==> src/hw/stc_pkg.sv <==
// constants and register map of the synchronised time counter
package stc_pkg;

    // ****************************************************************
    // bus geometry
    // ****************************************************************
    localparam int         ADDR_W      = 8;
    localparam int         IDX_W       = 6;
    localparam logic [1:0] RESP_OKAY   = 2'h0;
    localparam logic [1:0] RESP_SLVERR = 2'h2;

    // ****************************************************************
    // register indices, byte address is four times the index
    // ****************************************************************
    localparam logic [IDX_W-1:0] IDX_CTRL       = 6'h00;
    localparam logic [IDX_W-1:0] IDX_STATUS     = 6'h02;
    localparam logic [IDX_W-1:0] IDX_STEP_LO    = 6'h04;
    localparam logic [IDX_W-1:0] IDX_STEP_HI    = 6'h06;
    localparam logic [IDX_W-1:0] IDX_TIME_W0    = 6'h0c;
    localparam logic [IDX_W-1:0] IDX_TIME_W1    = 6'h0e;
    localparam logic [IDX_W-1:0] IDX_TIME_W2    = 6'h10;
    localparam logic [IDX_W-1:0] IDX_TIME_W3    = 6'h12;
    localparam logic [IDX_W-1:0] IDX_MATCH_W0   = 6'h14;
    localparam logic [IDX_W-1:0] IDX_MATCH_W1   = 6'h16;
    localparam logic [IDX_W-1:0] IDX_MATCH_W2   = 6'h18;
    localparam logic [IDX_W-1:0] IDX_MATCH_W3   = 6'h1a;
    localparam logic [IDX_W-1:0] IDX_IRQ_EN     = 6'h34;
    localparam logic [IDX_W-1:0] IDX_STATUS_CLR = 6'h36;

    // ****************************************************************
    // field positions
    // ****************************************************************
    localparam int EVT_W        = 2;
    localparam int EVT_HIT_BIT  = 0;
    localparam int EVT_LOAD_BIT = 1;
    localparam int CTRL_CMP_BIT = 0;

    // ****************************************************************
    // values after reset
    // ****************************************************************
    localparam logic [63:0]      TIME_RST   = 64'h0;
    localparam logic [63:0]      MATCH_RST  = 64'h0;
    localparam logic [31:0]      STEP_RST   = 32'h0;
    localparam logic [31:0]      ACCUM_RST  = 32'h0;
    localparam logic [15:0]      CTRL_RST   = 16'h0;
    localparam logic [EVT_W-1:0] EVT_RST    = 2'h0;

endpackage : stc_pkg

==> src/hw/stc_accum.sv <==
// frequency scaling accumulator with overflow pulse
module stc_accum
    import stc_pkg::*;
#(
    parameter int ACC_W = 32
) (
    input  wire logic             mclk_in,
    input  wire logic             rst_n_in,
    input  wire logic [ACC_W-1:0] step_in,
    output logic                  ovf_out
);

    logic [ACC_W-1:0] acc_q;
    logic [ACC_W:0]   sum_d;
    logic             ovf_q;

    assign sum_d   = {1'b0, acc_q} + {1'b0, step_in};
    assign ovf_out = ovf_q;

    always_ff @(posedge mclk_in or negedge rst_n_in) begin
        if (!rst_n_in) begin
            acc_q <= ACCUM_RST[ACC_W-1:0];
            ovf_q <= 1'b0;
        end else begin
            acc_q <= sum_d[ACC_W-1:0];
            ovf_q <= sum_d[ACC_W];
        end
    end

endmodule : stc_accum

==> src/hw/stc_top.sv <==
// synchronised time counter with first match comparator, axi4-lite slave
//
// The implementer's own choice: the AXI4-Lite register port.
module stc_top
    import stc_pkg::*;
#(
    parameter int TIME_W = 64,
    parameter int ACC_W  = 32
) (
    input  wire logic              mclk_in,
    input  wire logic              rst_n_in,
    input  wire logic [ADDR_W-1:0] s_axi_awaddr_in,
    input  wire logic              s_axi_awvalid_in,
    output logic                   s_axi_awready_out,
    input  wire logic [31:0]       s_axi_wdata_in,
    input  wire logic [3:0]        s_axi_wstrb_in,
    input  wire logic              s_axi_wvalid_in,
    output logic                   s_axi_wready_out,
    output logic [1:0]             s_axi_bresp_out,
    output logic                   s_axi_bvalid_out,
    input  wire logic              s_axi_bready_in,
    input  wire logic [ADDR_W-1:0] s_axi_araddr_in,
    input  wire logic              s_axi_arvalid_in,
    output logic                   s_axi_arready_out,
    output logic [31:0]            s_axi_rdata_out,
    output logic [1:0]             s_axi_rresp_out,
    output logic                   s_axi_rvalid_out,
    input  wire logic              s_axi_rready_in,
    output logic                   irq_out
);

    // ****************************************************************
    // storage
    // ****************************************************************
    logic [TIME_W-1:0]  local_time_q;
    logic [TIME_W-17:0] time_latch_q;
    logic [15:0]        stage_q [3];
    logic [15:0]        first_match_q [4];
    logic [TIME_W-1:0]  first_match_value;
    logic [ACC_W-1:0]   step_q;
    logic [15:0]        ctrl_q;
    logic [EVT_W-1:0]   status_q;
    logic [EVT_W-1:0]   irq_en_q;
    logic               irq_q;
    logic               accum_ovf;

    // bus state
    logic               awready_q;
    logic               wready_q;
    logic               aw_hold_q;
    logic               w_hold_q;
    logic [IDX_W-1:0]   wr_idx_q;
    logic [15:0]        wr_data_q;
    logic [1:0]         wr_strb_q;
    logic               bvalid_q;
    logic [1:0]         bresp_q;
    logic               arready_q;
    logic               rvalid_q;
    logic [31:0]        rdata_q;
    logic [1:0]         rresp_q;

    // decode
    logic               do_write;
    logic               wr_mapped;
    logic [IDX_W-1:0]   rd_idx;
    logic               rd_take;
    logic [15:0]        rd_data_d;
    logic               rd_mapped_d;
    logic               match_hit;
    logic [EVT_W-1:0]   evt_set;

    assign s_axi_awready_out = awready_q;
    assign s_axi_wready_out  = wready_q;
    assign s_axi_bvalid_out  = bvalid_q;
    assign s_axi_bresp_out   = bresp_q;
    assign s_axi_arready_out = arready_q;
    assign s_axi_rvalid_out  = rvalid_q;
    assign s_axi_rdata_out   = rdata_q;
    assign s_axi_rresp_out   = rresp_q;
    assign irq_out           = irq_q;

    function automatic logic [15:0] merge16(input logic [15:0] old_v,
                                            input logic [15:0] new_v,
                                            input logic [1:0]  strb);
        logic [15:0] res;
        res[7:0]  = strb[0] ? new_v[7:0]  : old_v[7:0];
        res[15:8] = strb[1] ? new_v[15:8] : old_v[15:8];
        return res;
    endfunction : merge16

    // ****************************************************************
    // accumulator
    // ****************************************************************
    stc_accum #(
        .ACC_W    (ACC_W)
    ) u_accum (
        .mclk_in  (mclk_in),
        .rst_n_in (rst_n_in),
        .step_in  (step_q),
        .ovf_out  (accum_ovf)
    );

    // ****************************************************************
    // write channel
    // ****************************************************************
    assign do_write = aw_hold_q && w_hold_q && !bvalid_q;

    always_comb begin
        case (wr_idx_q)
            IDX_CTRL, IDX_STEP_LO, IDX_STEP_HI,
            IDX_TIME_W0, IDX_TIME_W1, IDX_TIME_W2, IDX_TIME_W3,
            IDX_MATCH_W0, IDX_MATCH_W1, IDX_MATCH_W2, IDX_MATCH_W3,
            IDX_IRQ_EN, IDX_STATUS_CLR: wr_mapped = 1'b1;
            default:                    wr_mapped = 1'b0;
        endcase
    end

    always_ff @(posedge mclk_in or negedge rst_n_in) begin
        if (!rst_n_in) begin
            awready_q <= 1'b1;
            aw_hold_q <= 1'b0;
            wr_idx_q  <= '0;
        end else if (awready_q && s_axi_awvalid_in) begin
            awready_q <= 1'b0;
            aw_hold_q <= 1'b1;
            wr_idx_q  <= s_axi_awaddr_in[ADDR_W-1:2];
        end else if (do_write) begin
            awready_q <= 1'b1;
            aw_hold_q <= 1'b0;
        end
    end

    always_ff @(posedge mclk_in or negedge rst_n_in) begin
        if (!rst_n_in) begin
            wready_q  <= 1'b1;
            w_hold_q  <= 1'b0;
            wr_data_q <= '0;
            wr_strb_q <= '0;
        end else if (wready_q && s_axi_wvalid_in) begin
            wready_q  <= 1'b0;
            w_hold_q  <= 1'b1;
            wr_data_q <= s_axi_wdata_in[15:0];
            wr_strb_q <= s_axi_wstrb_in[1:0];
        end else if (do_write) begin
            wready_q  <= 1'b1;
            w_hold_q  <= 1'b0;
        end
    end

    always_ff @(posedge mclk_in or negedge rst_n_in) begin
        if (!rst_n_in) begin
            bvalid_q <= 1'b0;
            bresp_q  <= RESP_OKAY;
        end else if (do_write) begin
            bvalid_q <= 1'b1;
            bresp_q  <= wr_mapped ? RESP_OKAY : RESP_SLVERR;
        end else if (bvalid_q && s_axi_bready_in) begin
            bvalid_q <= 1'b0;
        end
    end

    // ****************************************************************
    // read channel
    // ****************************************************************
    assign rd_take = arready_q && s_axi_arvalid_in;
    assign rd_idx  = s_axi_araddr_in[ADDR_W-1:2];

    always_comb begin
        rd_data_d   = 16'h0;
        rd_mapped_d = 1'b1;
        case (rd_idx)
            IDX_CTRL:       rd_data_d = ctrl_q;
            IDX_STATUS:     rd_data_d = {{(16-EVT_W){1'b0}}, status_q};
            IDX_STEP_LO:    rd_data_d = step_q[15:0];
            IDX_STEP_HI:    rd_data_d = step_q[31:16];
            IDX_TIME_W0:    rd_data_d = local_time_q[15:0];
            IDX_TIME_W1:    rd_data_d = time_latch_q[15:0];
            IDX_TIME_W2:    rd_data_d = time_latch_q[31:16];
            IDX_TIME_W3:    rd_data_d = time_latch_q[47:32];
            IDX_MATCH_W0:   rd_data_d = first_match_q[0];
            IDX_MATCH_W1:   rd_data_d = first_match_q[1];
            IDX_MATCH_W2:   rd_data_d = first_match_q[2];
            IDX_MATCH_W3:   rd_data_d = first_match_q[3];
            IDX_IRQ_EN:     rd_data_d = {{(16-EVT_W){1'b0}}, irq_en_q};
            IDX_STATUS_CLR: rd_data_d = 16'h0;
            default:        rd_mapped_d = 1'b0;
        endcase
    end

    always_ff @(posedge mclk_in or negedge rst_n_in) begin
        if (!rst_n_in) begin
            arready_q <= 1'b1;
            rvalid_q  <= 1'b0;
            rdata_q   <= 32'h0;
            rresp_q   <= RESP_OKAY;
        end else if (rd_take) begin
            arready_q <= 1'b0;
            rvalid_q  <= 1'b1;
            rdata_q   <= {16'h0, rd_data_d};
            rresp_q   <= rd_mapped_d ? RESP_OKAY : RESP_SLVERR;
        end else if (rvalid_q && s_axi_rready_in) begin
            arready_q <= 1'b1;
            rvalid_q  <= 1'b0;
        end
    end

    // upper 48 bits captured when the low word is read
    always_ff @(posedge mclk_in or negedge rst_n_in) begin
        if (!rst_n_in) begin
            time_latch_q <= '0;
        end else if (rd_take && rd_idx == IDX_TIME_W0) begin
            time_latch_q <= local_time_q[TIME_W-1:16];
        end
    end

    // ****************************************************************
    // local time counter
    // ****************************************************************
    always_ff @(posedge mclk_in or negedge rst_n_in) begin
        if (!rst_n_in) begin
            for (int i = 0; i < 3; i++) begin
                stage_q[i] <= 16'h0;
            end
        end else if (do_write) begin
            for (int i = 0; i < 3; i++) begin
                if (wr_idx_q == IDX_TIME_W0 + IDX_W'(2 * i)) begin
                    stage_q[i] <= merge16(stage_q[i], wr_data_q, wr_strb_q);
                end
            end
        end
    end

    always_ff @(posedge mclk_in or negedge rst_n_in) begin
        if (!rst_n_in) begin
            local_time_q <= TIME_RST;
        end else if (do_write && wr_idx_q == IDX_TIME_W3) begin
            local_time_q <= {merge16(local_time_q[63:48], wr_data_q, wr_strb_q),
                             stage_q[2], stage_q[1], stage_q[0]};
        end else if (accum_ovf) begin
            local_time_q <= local_time_q + 64'h1;
        end
    end

    // ****************************************************************
    // first match value
    // ****************************************************************
    assign first_match_value = {first_match_q[3], first_match_q[2],
                                first_match_q[1], first_match_q[0]};

    always_ff @(posedge mclk_in or negedge rst_n_in) begin
        if (!rst_n_in) begin
            for (int i = 0; i < 4; i++) begin
                first_match_q[i] <= MATCH_RST[16*i +: 16];
            end
        end else if (do_write) begin
            for (int i = 0; i < 4; i++) begin
                if (wr_idx_q == IDX_MATCH_W0 + IDX_W'(2 * i)) begin
                    first_match_q[i] <= merge16(first_match_q[i], wr_data_q, wr_strb_q);
                end
            end
        end
    end

    // ****************************************************************
    // control and step registers
    // ****************************************************************
    always_ff @(posedge mclk_in or negedge rst_n_in) begin
        if (!rst_n_in) begin
            ctrl_q <= CTRL_RST;
        end else if (do_write && wr_idx_q == IDX_CTRL) begin
            ctrl_q <= merge16(ctrl_q, wr_data_q, wr_strb_q) & 16'h0001;
        end
    end

    always_ff @(posedge mclk_in or negedge rst_n_in) begin
        if (!rst_n_in) begin
            step_q <= STEP_RST;
        end else if (do_write && wr_idx_q == IDX_STEP_LO) begin
            step_q[15:0] <= merge16(step_q[15:0], wr_data_q, wr_strb_q);
        end else if (do_write && wr_idx_q == IDX_STEP_HI) begin
            step_q[31:16] <= merge16(step_q[31:16], wr_data_q, wr_strb_q);
        end
    end

    always_ff @(posedge mclk_in or negedge rst_n_in) begin
        if (!rst_n_in) begin
            irq_en_q <= EVT_RST;
        end else if (do_write && wr_idx_q == IDX_IRQ_EN && wr_strb_q[0]) begin
            irq_en_q <= wr_data_q[EVT_W-1:0];
        end
    end

    // ****************************************************************
    // events and interrupt
    // ****************************************************************
    assign match_hit = ctrl_q[CTRL_CMP_BIT]
                       && (local_time_q == first_match_value);

    always_comb begin
        evt_set               = '0;
        evt_set[EVT_HIT_BIT]  = match_hit;
        evt_set[EVT_LOAD_BIT] = do_write && wr_idx_q == IDX_TIME_W3;
    end

    // set wins over a clear in the same cycle
    always_ff @(posedge mclk_in or negedge rst_n_in) begin
        if (!rst_n_in) begin
            status_q <= EVT_RST;
        end else if (do_write && wr_idx_q == IDX_STATUS_CLR && wr_strb_q[0]) begin
            status_q <= (status_q & ~wr_data_q[EVT_W-1:0]) | evt_set;
        end else begin
            status_q <= status_q | evt_set;
        end
    end

    always_ff @(posedge mclk_in or negedge rst_n_in) begin
        if (!rst_n_in) begin
            irq_q <= 1'b0;
        end else begin
            irq_q <= |(status_q & irq_en_q);
        end
    end

endmodule : stc_top

==> config.mk <==
export PLATFORM = sky130hd
export DESIGN_NAME = stc_top
export DESIGN_NICKNAME = d
export VERILOG_FILES = /design/src/hw/stc_pkg.sv /design/src/hw/stc_accum.sv /design/src/hw/stc_top.sv
export SDC_FILE = /design/constraint.sdc
export NUM_CORES = 1
export LEC_CHECK = 0
export BUFFER_PORTS_ARGS = -buffer_cell sky130_fd_sc_hd__buf_4
export CORE_MARGIN = 2
export CORE_UTILIZATION = 45
export CTS_CLUSTER_DIAMETER = 30
export CTS_CLUSTER_SIZE = 24
export DETAILED_ROUTE_END_ITERATION = 6
export PLACE_DENSITY_LB_ADDON = 0.1
export SYNTH_ARGS = -nofsm -noshare
export SYNTH_HDL_FRONTEND = slang
export SYNTH_HIERARCHICAL = 1
export SYNTH_SLANG_ARGS = --single-unit
==> constraint.sdc <==
create_clock -name mclk_in -period 3.2 [get_ports mclk_in]
set_input_delay 0.64 -clock mclk_in [delete_from_list [all_inputs] [get_ports mclk_in]]
set_output_delay 0.64 -clock mclk_in [all_outputs]
set_load 0.005 [all_outputs]
After elaboration in Yosys (flattened, before gate mapping)

Memories as Yosys holds them, arrays and structs flattened.
Cells that the tools add are included.

Memory bits (writable): 0
Word-level logic and storage cells: 147
ROM bits: 64
Latch bits: 0
Input port bits: 59
Bits in registers: 346
Memories: 1

Memories:

| memory           | depth | width | read ports | clocked after Yosys merged registers in | wr ports | line           | RTL |
|---|---|---|---|---|---|---|---|
| (name not given) | 64    | 1     | 1          | 0                                       | 0        | stc_top.sv:109 | `case (wr_idx_q)` |

Reductions and logical operators: 48
Bitwise logic cells: 6
$lt $le $gt $ge: 0
Div/mod/pow operators: 0
Mux-type cells: 21
Equal/unequal tests: 28
Shift operators: 0
Multiply operators: 0
Add/subtract/negate cells: 2

Operator list:

| kind                    | number |
|---|---|
| $pmux W16 S13           | 1 |
| $mux W64                | 2 |
| $eq A6 B5 Y1 const B    | 12 |
| $add A64 B1 Y64 const B | 1 |
| $eq A64 B64 Y1          | 1 |
| $reduce_and A3 Y1       | 16 |
| $add A32 B32 Y33        | 1 |
| $eq A6 B3 Y1 const B    | 4 |
| $eq A6 B4 Y1 const B    | 4 |
| $eq A6 B6 Y1 const B    | 4 |
| $logic_and A1 B1 Y1     | 17 |
| $mux W8                 | 2 |
| $reduce_or A14 Y1       | 1 |
| $mux W1                 | 13 |
| $logic_not A6 Y1        | 2 |
| $reduce_and A2 Y1       | 5 |
| $reduce_bool A2 Y1      | 5 |
| $eq A6 B2 Y1 const B    | 1 |
| $mux W2                 | 3 |
| $and A2 B2 Y2           | 2 |
| $ne A2 B2 Y1 const B    | 2 |
| $or A2 B2 Y2            | 2 |
| $not A2 Y2              | 1 |
| $reduce_or A2 Y1        | 1 |
| other kinds (2)         | 2 |

Logic depth before layout (Yosys ltp)

Gate-level depths: netlist (run 1).

Depth in word-level cells: 5
Gate-level depth with buffers: 10
Gate-level depth less buffers: 8

Cells and area by module

The synthesis (run 1) kept the hierarchy.

By module, submodules not included:

| module    | cells each | sequential area each (µm²) | area each (µm²) | instances |
|---|---|---|---|---|
| stc_top   | 1363       | 7786.2                     | 15172.1         | 1 |
| stc_accum | 303        | 825.8                      | 2738.9          | 1 |

Least setup slack after synthesis (run 1)

OpenSTA, ideal clock, no wires.

Path type: register to register
From: register step_q[0]
To: register u_accum.acc_q[28]
Slack: 0.816 ns
Arrival time: 2.258 ns
Library setup time: 0.126 ns
Cell stages (with the launch flop): 9
Path through: dfrtp_1 ha_1 fa_1 a211oi_1 o211ai_1 a21oi_1 nor3_1 or2_1 o311a_1

Cells in the longest elaborated chain, start to end: 1

RTL lines:

| what                        | line            | RTL |
|---|---|---|
| start: declaration          | stc_top.sv:40   | `logic [ACC_W-1:0] step_q;` |
| start signal: assignment    | stc_top.sv:279  | `step_q[15:0] <= merge16(step_q[15:0], wr_data_q, wr_strb_q);` |
| $add A32 B32 Y33            | stc_accum.sv:17 | `assign sum_d = {1'b0, acc_q} + {1'b0, step_in};` |
| named net u_accum.sum_d[28] | stc_accum.sv:14 | `logic [ACC_W:0] sum_d;` |
| end signal: assignment      | stc_accum.sv:22 | `acc_q <= ACCUM_RST[ACC_W-1:0];` |
| end signal: assignment      | stc_accum.sv:25 | `acc_q <= sum_d[ACC_W-1:0];` |
| end: declaration            | stc_accum.sv:13 | `logic [ACC_W-1:0] acc_q;` |

The timed path passes the listed nets, and every way through them passes these cells.
A chain may end at the register's enable or synchronous reset.

Worst setup path after layout (run 1)

Ends and elaborated chain as after synthesis.

==> results of run 1 <==
## critical path, stage by stage, from the launching register on
cell	delay [ns]
dfrtp_1	0.45
ha_1	0.26
fa_1	0.42
a211oi_1	0.30
o211ai_1	0.19
a21oi_1	0.41
nor3_1	0.18
or2_1	0.26
o311a_1	0.33
## cell type report
| class | count | area (sq um) | share of cell area, % |
|---|---|---|---|
| antenna | 1 | 2.502 | 0.01126 |
| clock buffer | 113 | 2449 | 11.02 |
| clock inverter | 49 | 646.9 | 2.910 |
| inverter | 34 | 127.6 | 0.5742 |
| multi-input combinational | 1190 | 8687 | 39.08 |
| sequential | 344 | 8612 | 38.74 |
| tap | 525 | 656.9 | 2.955 |
| timing repair buffer | 130 | 1046 | 4.706 |
## Yosys cell counts (4+ instances only)
library cell	n	share of area, %
dfrtp_1	341	48
mux2_2	204	13
nand2_1	146	3.1
o21ai_0	84	2.3
nor2_1	83	1.7
xor2_1	67	3.3
nand3_1	62	1.7
clkbuf_1	60	1.3
xnor2_1	56	2.7
a21oi_1	53	1.5
a22oi_1	53	2.2
inv_1	34	0.71
ha_1	33	2.3
nand4_1	31	1.1
nor3_1	28	0.78
buf_2	27	0.75
nor4_1	25	0.87
a221oi_1	23	1.1
buf_4	18	0.75
a21o_1	17	0.71
and3_1	16	0.56
a31oi_1	12	0.42
a41oi_1	11	0.54
a211oi_1	10	0.42
o211ai_1	10	0.42
o22ai_1	10	0.35
mux2i_1	7	0.39
nor2b_1	7	0.24
o21a_1	7	0.29
or3_1	7	0.24
a22o_1	6	0.29
and2_1	6	0.21
and4_1	6	0.29
buf_6	6	0.38
nand2b_1	6	0.21
nand3_2	6	0.34
nor3_2	5	0.28
o31ai_1	5	0.21
or4_1	5	0.21
nor4_4	4	0.48
o2bb2ai_1	4	0.20
## layer usage
layer	up-vias	wire length (microns)
met2	665	26930
met1	7298	27590
met5	-	0
met4	0	2012
li1	6357	-
met3	122	4888
## flip-flops by register name, summed over array words and instances, names as in the netlist, 2 cells and up
signal           count
first_match_q       64
irq_en_q             2
local_time_q        64
s_axi_rdata_out     16
stage_q             48
status_q             2
step_q              32
time_latch_q        48
u_accum/acc_q       32
wr_data_q           16
wr_idx_q             6
wr_strb_q            2
## placed cells by master, fill, tap and decap left out, types with 10 or more instances in the layout
cell type | Yosys | layout
dfrtp_1 | 341 | 341
mux2_2 | 204 | 204
nand2_1 | 146 | 145
buf_4 | 18 | 124
clkbuf_16 | 0 | 90
o21ai_0 | 84 | 84
nor2_1 | 83 | 83
xor2_1 | 67 | 67
nand3_1 | 62 | 62
xnor2_1 | 56 | 56
a21oi_1 | 53 | 53
a22oi_1 | 53 | 53
inv_1 | 34 | 34
ha_1 | 33 | 33
nand4_1 | 31 | 31
nor4_1 | 25 | 24
nor3_1 | 28 | 23
a221oi_1 | 23 | 23
clkinv_2 | 0 | 22
conb_1 | 1 | 18
a21o_1 | 17 | 17
and3_1 | 16 | 16
bufinv_16 | 0 | 13
a31oi_1 | 12 | 12
clkbuf_1 | 60 | 12
a41oi_1 | 11 | 11
clkbuf_8 | 0 | 11
o22ai_1 | 10 | 10
nor3_2 | 5 | 10
a211oi_1 | 10 | 10
o211ai_1 | 10 | 10
## through the flow
step           util [%]  hold WS (ns)  setup slack [ns]  area (sq um)  instances
6_report          56.20       0.01858            0.2533         22230       2386
5_1_grt           56.20       0.05941            0.1378         22230       2385
4_1_cts           56.20       0.03546            0.2956         22230       2385
3_5_place_dp      48.37        0.4611            0.3092         19130       2223
3_3_place_gp      48.37        0.4503            0.3005         19130       2223
2_1_floorplan         -        0.3444            0.8163         17970       1683
## worst max path at each step
| stage | end | start | cells past startpoint |
|---|---|---|---|
| after global routing | u_accum/acc_q[28]$_DFF_PN0_ | step_q[0]$_DFFE_PN0P_ | 8 |
| after floorplan | u_accum/acc_q[28]$_DFF_PN0_ | step_q[0]$_DFFE_PN0P_ | 8 |
| final | u_accum/acc_q[28]$_DFF_PN0_ | step_q[0]$_DFFE_PN0P_ | 8 |
| after global placement | u_accum/acc_q[28]$_DFF_PN0_ | step_q[0]$_DFFE_PN0P_ | 8 |
| after detailed placement | u_accum/acc_q[28]$_DFF_PN0_ | step_q[0]$_DFFE_PN0P_ | 8 |
| after CTS | u_accum/acc_q[28]$_DFF_PN0_ | step_q[0]$_DFFE_PN0P_ | 8 |
## report_power, final
part	switching (uW)	internal, uW	total, uW	leakage (uW)
combinational	1180	997	2180	0.00413
sequential	1350	4980	6330	0.00468
clock	2760	6420	9180	0.00153
## logic make-up after synthesis
group | share of synthesized area, %
xor+xnor | 6.015
mux | 13.22
flops | 48.08
buf+inv | 3.961
fa+ha+maj | 2.417
compound gates | 12.79
simple gates | 13.50
other cells | 0.02094
==> flow_summary_export.csv, run 1 <==
group,metric,value,unit
synthesis,seq_area_frac_synth,48.08,%
timing,finalCritPeriodShare,92.09,%
setup_path,r2r_start,"step_q[0]$_DFFE_PN0P_",
global_route,grt_pass1_vias,14150,
power,power,17690,uW
clock_network,ctsResizeCount,0,
power,leakagePower,0.01034,uW
run_status,status,"finished clean",
global_route,top_usage_layer,"met2",
placed_design,io_buffers,60,
placed_design,post-dp-hpwl,43.49,mm
synthesis,postSynthRegisterBits,344,
die,dieArea,41410,sq um
route,drc,0,
final_layout,fin_nets,1882,
route,viasPerCell,6.053,
final_layout,drive_above_1_share,28.44,%
synthesis,synth_area,17910,sq um
route,wl_per_cell,25.74,microns
timing,timing.fmax,339.4,MHz
synthesis,yosysWarnings,6,
synthesis,synthCells,1666,
clock_network,clkTransAtPathRegs,0.04,ns
setup_path,crit_arrival,3.42,ns
synthesis,synthDistinctLibCells,81,
route,antenna_left,0,
timing,hold_violations,0,
die,rows,73,
clock_network,cts_hold_buf,0,
setup_path,cp.required,3.67,ns
setup_path,crit_type,"reg -> reg",
synthesis,async_reset_ff_share,100.0,%
global_route,grt_use_met1,43.53,%
setup_path,reg2reg_depth,8,
global_route,grt_usage,30.18,%
power,powerDensity,795.9,nW/um^2
timing,period_minus_slack,2.947,ns
clock_network,cts_tree,"built",
global_route,grt_max_degree,90,
final_layout,fillerInstances,3489,
clock_network,clockBufferDepth,3,
job,maxCapViolCount,0,
timing,fin_worst_skew,0.02938,ns
die,core,39550,sq um
global_route,met2_usage,45.09,%
global_route,grt_pass1_wl,92.00,mm
global_route,grt_antenna_before_repair,4,
setup_path,cp-end-kind,"flip-flop",
setup_path,worstSetupStartpointType,"flip-flop",
synthesis,syn_area_per_cell,10.75,sq um
hold_path,hold_class,"in -> async",
clock_network,cts_buffers,89,
die,initial_utilization,45.29,%
global_route,overflow,0,
timing,drv_slew,0,
clock_network,htree_levels,3,
die,die_h,203.5,microns
timing,maxSlewHeadroom,36.73,%
synthesis,synthFlopType,"dfrtp_1",
global_route,grt_util_met3,5.689,%
power,ir_drop,0.6818,mV
route,route.vias.total,14440,
synthesis,synth_edf_count,0,
setup_path,worstPathMaxFanout,3,
route,totalWireLength,61.42,mm
timing,grt_setup_unrepaired,"no",
placed_design,gp_congestion,0.9691,
die,io_pins,101,
die,die_w,203.5,microns
timing,setup_viol_count_final,0,
setup_path,reg2reg_slack,0.25,ns
setup_path,worstReg2RegEnd,"u_accum/acc_q[28]$_DFF_PN0_",
clock_network,root_buffer,"clkbuf_16",
timing,setup_tns,0,ns
clock_network,cts.sinks,344,
final_layout,syn2layout_area_growth,24.10,%
clock_network,clock_latency,0.61,ns
route,drt-initial-drc-count,1269,
clock_network,cts_setup_buffers,0,
timing,tightest_slew,0.9468,ns
route,dr.pass1.iters,5,
Note: power is estimated with default switching activity, not from simulation.
==> run 2, diff against run 1 <==
==> constraint.sdc (replaced) <==
create_clock -name mclk_in -period 2.7 [get_ports mclk_in]
set_input_delay 0.54 -clock mclk_in [delete_from_list [all_inputs] [get_ports mclk_in]]
set_output_delay 0.54 -clock mclk_in [all_outputs]
set_load 0.005 [all_outputs]
==> flow_summary_export.csv, run 2 (synthesized netlist as in run 1, its figures left out) <==
group,metric,value,unit
final_layout,num_antenna_cells,0,
timing,hold_slack,0.09290,ns
clock_network,root_buffer,"clkbuf_16",
route,antenna_left,0,
final_layout,final_cell_area,22690,sq um
route,wl_per_cell,25.53,microns
clock_network,htree_levels,3,
clock_network,cts.sinks,344,
placed_design,post-dp-hpwl,44.99,mm
final_layout,top_regs,"first_match_q: 64 flops, local_time_q: 64 flops",
global_route,overflow,0,
clock_network,clock_latency,0.60,ns
job,maxCapViolCount,0,
final_layout,final_cell_mix,"341 x dfrtp_1, 204 x mux2_2, 175 x buf_4",
route,drc,0,
route,dr.pass1.iters,5,
setup_path,reg2reg_depth,7,
placed_design,gp_congestion,0.9440,
power,leakagePower,0.01059,uW
die,die_h,203.5,microns
setup_path,cp_num_buf_inv,0,
final_layout,drive_above_1_share,30.05,%
setup_path,critPathMaxStageDelay,0.49,ns
timing,hold_violations,0,
setup_path,cp-end-kind,"flip-flop",
setup_path,cp_num_cells,7,
clock_network,clockBufferDepth,3,
placed_design,post-place-ws,0.1329,ns
setup_path,path_delay_family,"compound AO/OA/AOI/OAI gates",
timing,setup_viol_count_final,0,
die,io_pins,101,
route,route.vias.total,14480,
setup_path,worstSetupStartpointType,"flip-flop",
clock_network,cts_setup_buffers,0,
timing,setup_ws,0.08566,ns
power,power,20850,uW
clock_network,clkTransAtPathRegs,0.04,ns
timing,maxSlewHeadroom,35.36,%
timing,setup_tns,0,ns
global_route,grt_pass1_vias,14320,
timing,period_minus_slack,2.614,ns
route,drt-initial-drc-count,1321,
timing,tightest_slew,0.9697,ns
placed_design,post_dp_cell_area,19650,sq um
die,dieArea,41410,sq um
clock_network,cts_buffers,88,
run_status,status,"finished clean",
final_layout,fin_nets,1940,
die,core,39550,sq um
setup_path,crit_arrival,3.08,ns
hold_path,holdPathStages,2,
setup_path,worstPathMaxFanout,8,
setup_path,reg2reg_slack,0.09,ns
clock_network,cts_tree,"built",
die,initial_utilization,45.29,%
power,powerDensity,918.9,nW/um^2
timing,finalCritPeriodShare,96.83,%
timing,drv_slew,0,
placed_design,io_buffers,60,
setup_path,cpMaxStageDelayCell,"a2111oi_1",
global_route,grt_max_degree,89,
route,totalWireLength,62.36,mm
die,die_w,203.5,microns
route,viasPerCell,5.930,
power,ir_drop,0.7230,mV
setup_path,cp.required,3.17,ns
global_route,grt_pass1_wl,93.79,mm
timing,fin_worst_skew,0.01842,ns
setup_path,crit_chain,"ha_1, a21oi_2, o211ai_1, a2111oi_1, a211oi_1, or2_1, o311a_1",
setup_path,crit_type,"reg -> reg",
hold_path,hold_class,"in -> reg",
global_route,grt_usage,30.84,%
timing,timing.fmax,382.5,MHz
final_layout,syn2layout_area_growth,26.66,%
timing,grt_setup_unrepaired,"no",
die,rows,73,
global_route,grt_antenna_before_repair,3,
final_layout,layout_commonest_cell,"dfrtp_1",
## run 2: cell types whose count changed in the layout (fill, tap and decap cells not counted), moves of 3 or more
cell,change
clkinv_2,-13
buf_4,+51
buf_12,+7
clkbuf_1,+10
clkinvlp_4,+3
## run 2: worst paths after layout
kind | start | end
max | step_q[19]$_DFFE_PN0P_ | u_accum/acc_q[28]$_DFF_PN0_
min reg2reg | u_accum/acc_q[0]$_DFF_PN0_ | u_accum/acc_q[0]$_DFF_PN0_
min in group asynchronous | rst_n_in | stage_q[42]$_DFFE_PN0P_
max reg2reg | step_q[19]$_DFFE_PN0P_ | u_accum/acc_q[28]$_DFF_PN0_
max in group asynchronous | rst_n_in | s_axi_rdata_out[0]$_DFFE_PN0P_
min | s_axi_arvalid_in | s_axi_arready_out$_DFFE_PN1P_
## run 2: cell type report
| type | count | area (sq um) |
|---|---|---|
| timing repair buffer | 189 | 1579 |
| sequential | 344 | 8612 |
| inverter | 34 | 127.6 |
| fill | 3376 | 16860 |
| tap | 525 | 656.9 |
| multi-input combinational | 1190 | 8693 |
| clock buffer | 124 | 2489 |
| clock inverter | 36 | 528.0 |
## run 2: stage by stage
stage / utilization (%) / std cells
3_3_place_gp: 49.69 / 2281
2_1_floorplan: - / 1683
3_5_place_dp: 49.69 / 2281
6_report: 57.36 / 2442
4_1_cts: 57.34 / 2442
5_1_grt: 57.36 / 2442
## run 2: repair_timing
item,CTS,global route
gates resized for setup,0,2
setup endpoints to repair,0,1
endpoints found under the hold margin,41,0
hold buffers,1,0
## run 2: worst register-to-register path: cells and delay by family (launching register included)
| kind | cells | cell delay (ns) |
|---|---|---|
| DFF | 1 | 0.42 |
| AOI/OAI and AO/OA | 5 | 1.37 |
| adders and majority gates | 1 | 0.44 |
| and+or+nand+nor | 1 | 0.28 |
## run 2: per-layer routing
metal  global-route usage [%]  up-vias  share of wire, %
met4                    11.65        0               3.5
li1                         -     6442                 -
met1                    44.98     7325                45
met5                        0        -                 0
met2                    45.73      594                43
met3                    5.529      121               8.3
## run 2: power by group
| part | total (uW) | switching [uW] | internal (uW) | leakage [uW] |
|---|---|---|---|---|
| Clock | 10600 | 3190 | 7420 | 0.00145 |
| Sequential | 7400 | 1490 | 5900 | 0.00468 |
| Combinational | 2840 | 1530 | 1310 | 0.00445 |
| Total | 20800 | 6220 | 14600 | 0.0106 |
==> run 3, diff against run 2 <==
==> constraint.sdc (replaced) <==
create_clock -name mclk_in -period 2.7 [get_ports mclk_in]
set_input_delay 0.27 -clock mclk_in [delete_from_list [all_inputs] [get_ports mclk_in]]
set_output_delay 0.27 -clock mclk_in [all_outputs]
set_load 0.005 [all_outputs]
==> flow_summary_export.csv, run 3 (synthesized netlist as in run 1, its figures left out) <==
group,metric,value,unit
placed_design,gp_congestion,0.9382,
clock_network,htree_levels,3,
route,antenna_left,0,
clock_network,clkTransAtPathRegs,0.05,ns
setup_path,cpMaxStageDelayCell,"ha_1",
timing,setup_viol_count_final,0,
final_layout,seqCellArea,8612,sq um
route,viasPerCell,5.964,
global_route,grt_usage,30.73,%
setup_path,reg2reg_slack,0.10,ns
route,drt-initial-drc-count,1518,
global_route,top_usage_layer,"met2",
setup_path,reg2reg_depth,7,
die,dieArea,41410,sq um
timing,setup_tns,0,ns
route,dr.pass1.iters,5,
final_layout,layout_commonest_cell,"dfrtp_1",
timing,tightest_slew,0.9511,ns
setup_path,critPathMaxStageDelay,0.41,ns
timing,hold_slack,0.1521,ns
final_layout,fin_nets,1962,
global_route,overflow,0,
route,wl_per_cell,25.38,microns
setup_path,crit_type,"reg -> reg",
placed_design,io_buffers,60,
clock_network,clock_latency,0.62,ns
final_layout,fillerInstances,3326,
placed_design,post-dp-hpwl,44.94,mm
setup_path,worstReg2RegEnd,"u_accum/acc_q[31]$_DFF_PN0_",
setup_path,cp-end-kind,"flip-flop",
route,drc,0,
timing,drv_slew,0,
setup_path,crit_arrival,3.13,ns
setup_path,worstSetupStartpointType,"flip-flop",
power,power,21970,uW
final_layout,drive_above_1_share,30.31,%
run_status,status,"finished clean",
setup_path,r2r_start,"step_q[24]$_DFFE_PN0P_",
final_layout,syn2layout_area_growth,29.66,%
timing,maxSlewHeadroom,36.59,%
setup_path,cp.required,3.24,ns
die,initial_utilization,45.29,%
die,die_w,203.5,microns
setup_path,crit_chain,"ha_1, a21o_1, a311o_1, o41ai_4, mux2_2, a221oi_1, and3b_1",
timing,timing.fmax,385.2,MHz
power,leakagePower,0.01084,uW
global_route,grt_max_degree,89,
final_layout,top_regs,"first_match_q: 64 flops, local_time_q: 64 flops",
final_layout,num_antenna_cells,0,
setup_path,worstPathMaxFanout,8,
global_route,grt_pass1_vias,14430,
die,core,39550,sq um
die,die_h,203.5,microns
die,rows,73,
route,totalWireLength,62.63,mm
clock_network,cts_buffers,89,
hold_path,holdPathStages,4,
global_route,grt_antenna_before_repair,3,
setup_path,cp_num_buf_inv,0,
hold_path,hold_class,"in -> reg",
global_route,grt_util_met3,6.360,%
hold_path,hold_end,"s_axi_wready_out$_DFFE_PN1P_",
global_route,met2_usage,46.11,%
timing,finalCritPeriodShare,96.15,%
final_layout,final_cell_mix,"341 x dfrtp_1, 204 x mux2_2, 169 x buf_4",
clock_network,cts_setup_buffers,0,
clock_network,clockBufferDepth,3,
timing,hold_violations,0,
job,maxCapViolCount,0,
hold_path,hp-start,"s_axi_wvalid_in",
power,ir_drop,0.7481,mV
final_layout,multiInputGateArea,8705,sq um
timing,fin_worst_skew,0.01951,ns
die,io_pins,101,
timing,period_minus_slack,2.596,ns
clock_network,cts.sinks,344,
clock_network,cts_tree,"built",
setup_path,path_delay_family,"compound AO/OA/AOI/OAI gates",
clock_network,root_buffer,"clkbuf_16",
route,route.vias.total,14720,
global_route,grt_use_met1,43.72,%
power,powerDensity,945.9,nW/um^2
global_route,grt_pass1_wl,93.76,mm
run 3: final cells by class:
cell class / count / area share (%)
inverters: 34 / 0.5495
multi-input cells: 1190 / 37.48
clock buffers: 110 / 10.49
repair buffers: 210 / 7.683
flip-flops and latches: 344 / 37.08
clock inverters: 55 / 3.884
well taps: 525 / 2.829
run 3: worst max-delay path by stage:
stage                           startpoint                     endpoint  slack [ns]  cells past startpoint
floorplan            step_q[0]$_DFFE_PN0P_  u_accum/acc_q[28]$_DFF_PN0_        0.32                      8
global placement     step_q[0]$_DFFE_PN0P_  u_accum/acc_q[28]$_DFF_PN0_        0.14                      9
detailed placement   step_q[0]$_DFFE_PN0P_  u_accum/acc_q[28]$_DFF_PN0_        0.12                      9
CTS                  step_q[0]$_DFFE_PN0P_  u_accum/acc_q[28]$_DFF_PN0_        0.09                      9
global route         step_q[0]$_DFFE_PN0P_  u_accum/acc_q[28]$_DFF_PN0_       -0.03                      9
finish              step_q[24]$_DFFE_PN0P_  u_accum/acc_q[31]$_DFF_PN0_        0.10                      7
run 3: where the power goes:
group	total [uW]	switching, uW	leakage [uW]	internal [uW]
logic	2840	1520	0.00453	1330
registers	7380	1480	0.00468	5900
clock network	11700	3350	0.00162	8390
run 3: stage by stage:
step | worst slack (ns) | cell area, sq um | instances | util [%]
after floorplan | 0.3163 | 17970 | 1683 | -
after global routing | -0.02921 | 23220 | 2468 | 58.72
after CTS | 0.09288 | 23210 | 2468 | 58.68
after global placement | 0.1372 | 19570 | 2273 | 49.48
final | 0.1041 | 23220 | 2468 | 58.72
after detailed placement | 0.1239 | 19570 | 2273 | 49.48
run 3: timing repair:
action                                  CTS  global route
endpoints found under the setup margin    0             4
gates resized for setup                   0             4
endpoints found under the hold margin    92             0
hold buffers                             30             0
run 3: metal layers:
metal	vias to the layer above	wire length (microns)
met5	-	36
li1	6500	-
met3	140	5073
met4	2	2106
met1	7416	27840
met2	661	27570
run 3: worst reg2reg max path, cell delays in order (launching register included):
cell and delay, ns:
dfrtp_1 0.40, ha_1 0.41, a21o_1 0.23, a311o_1 0.38, o41ai_4 0.28, mux2_2 0.38
a221oi_1 0.24, and3b_1 0.20
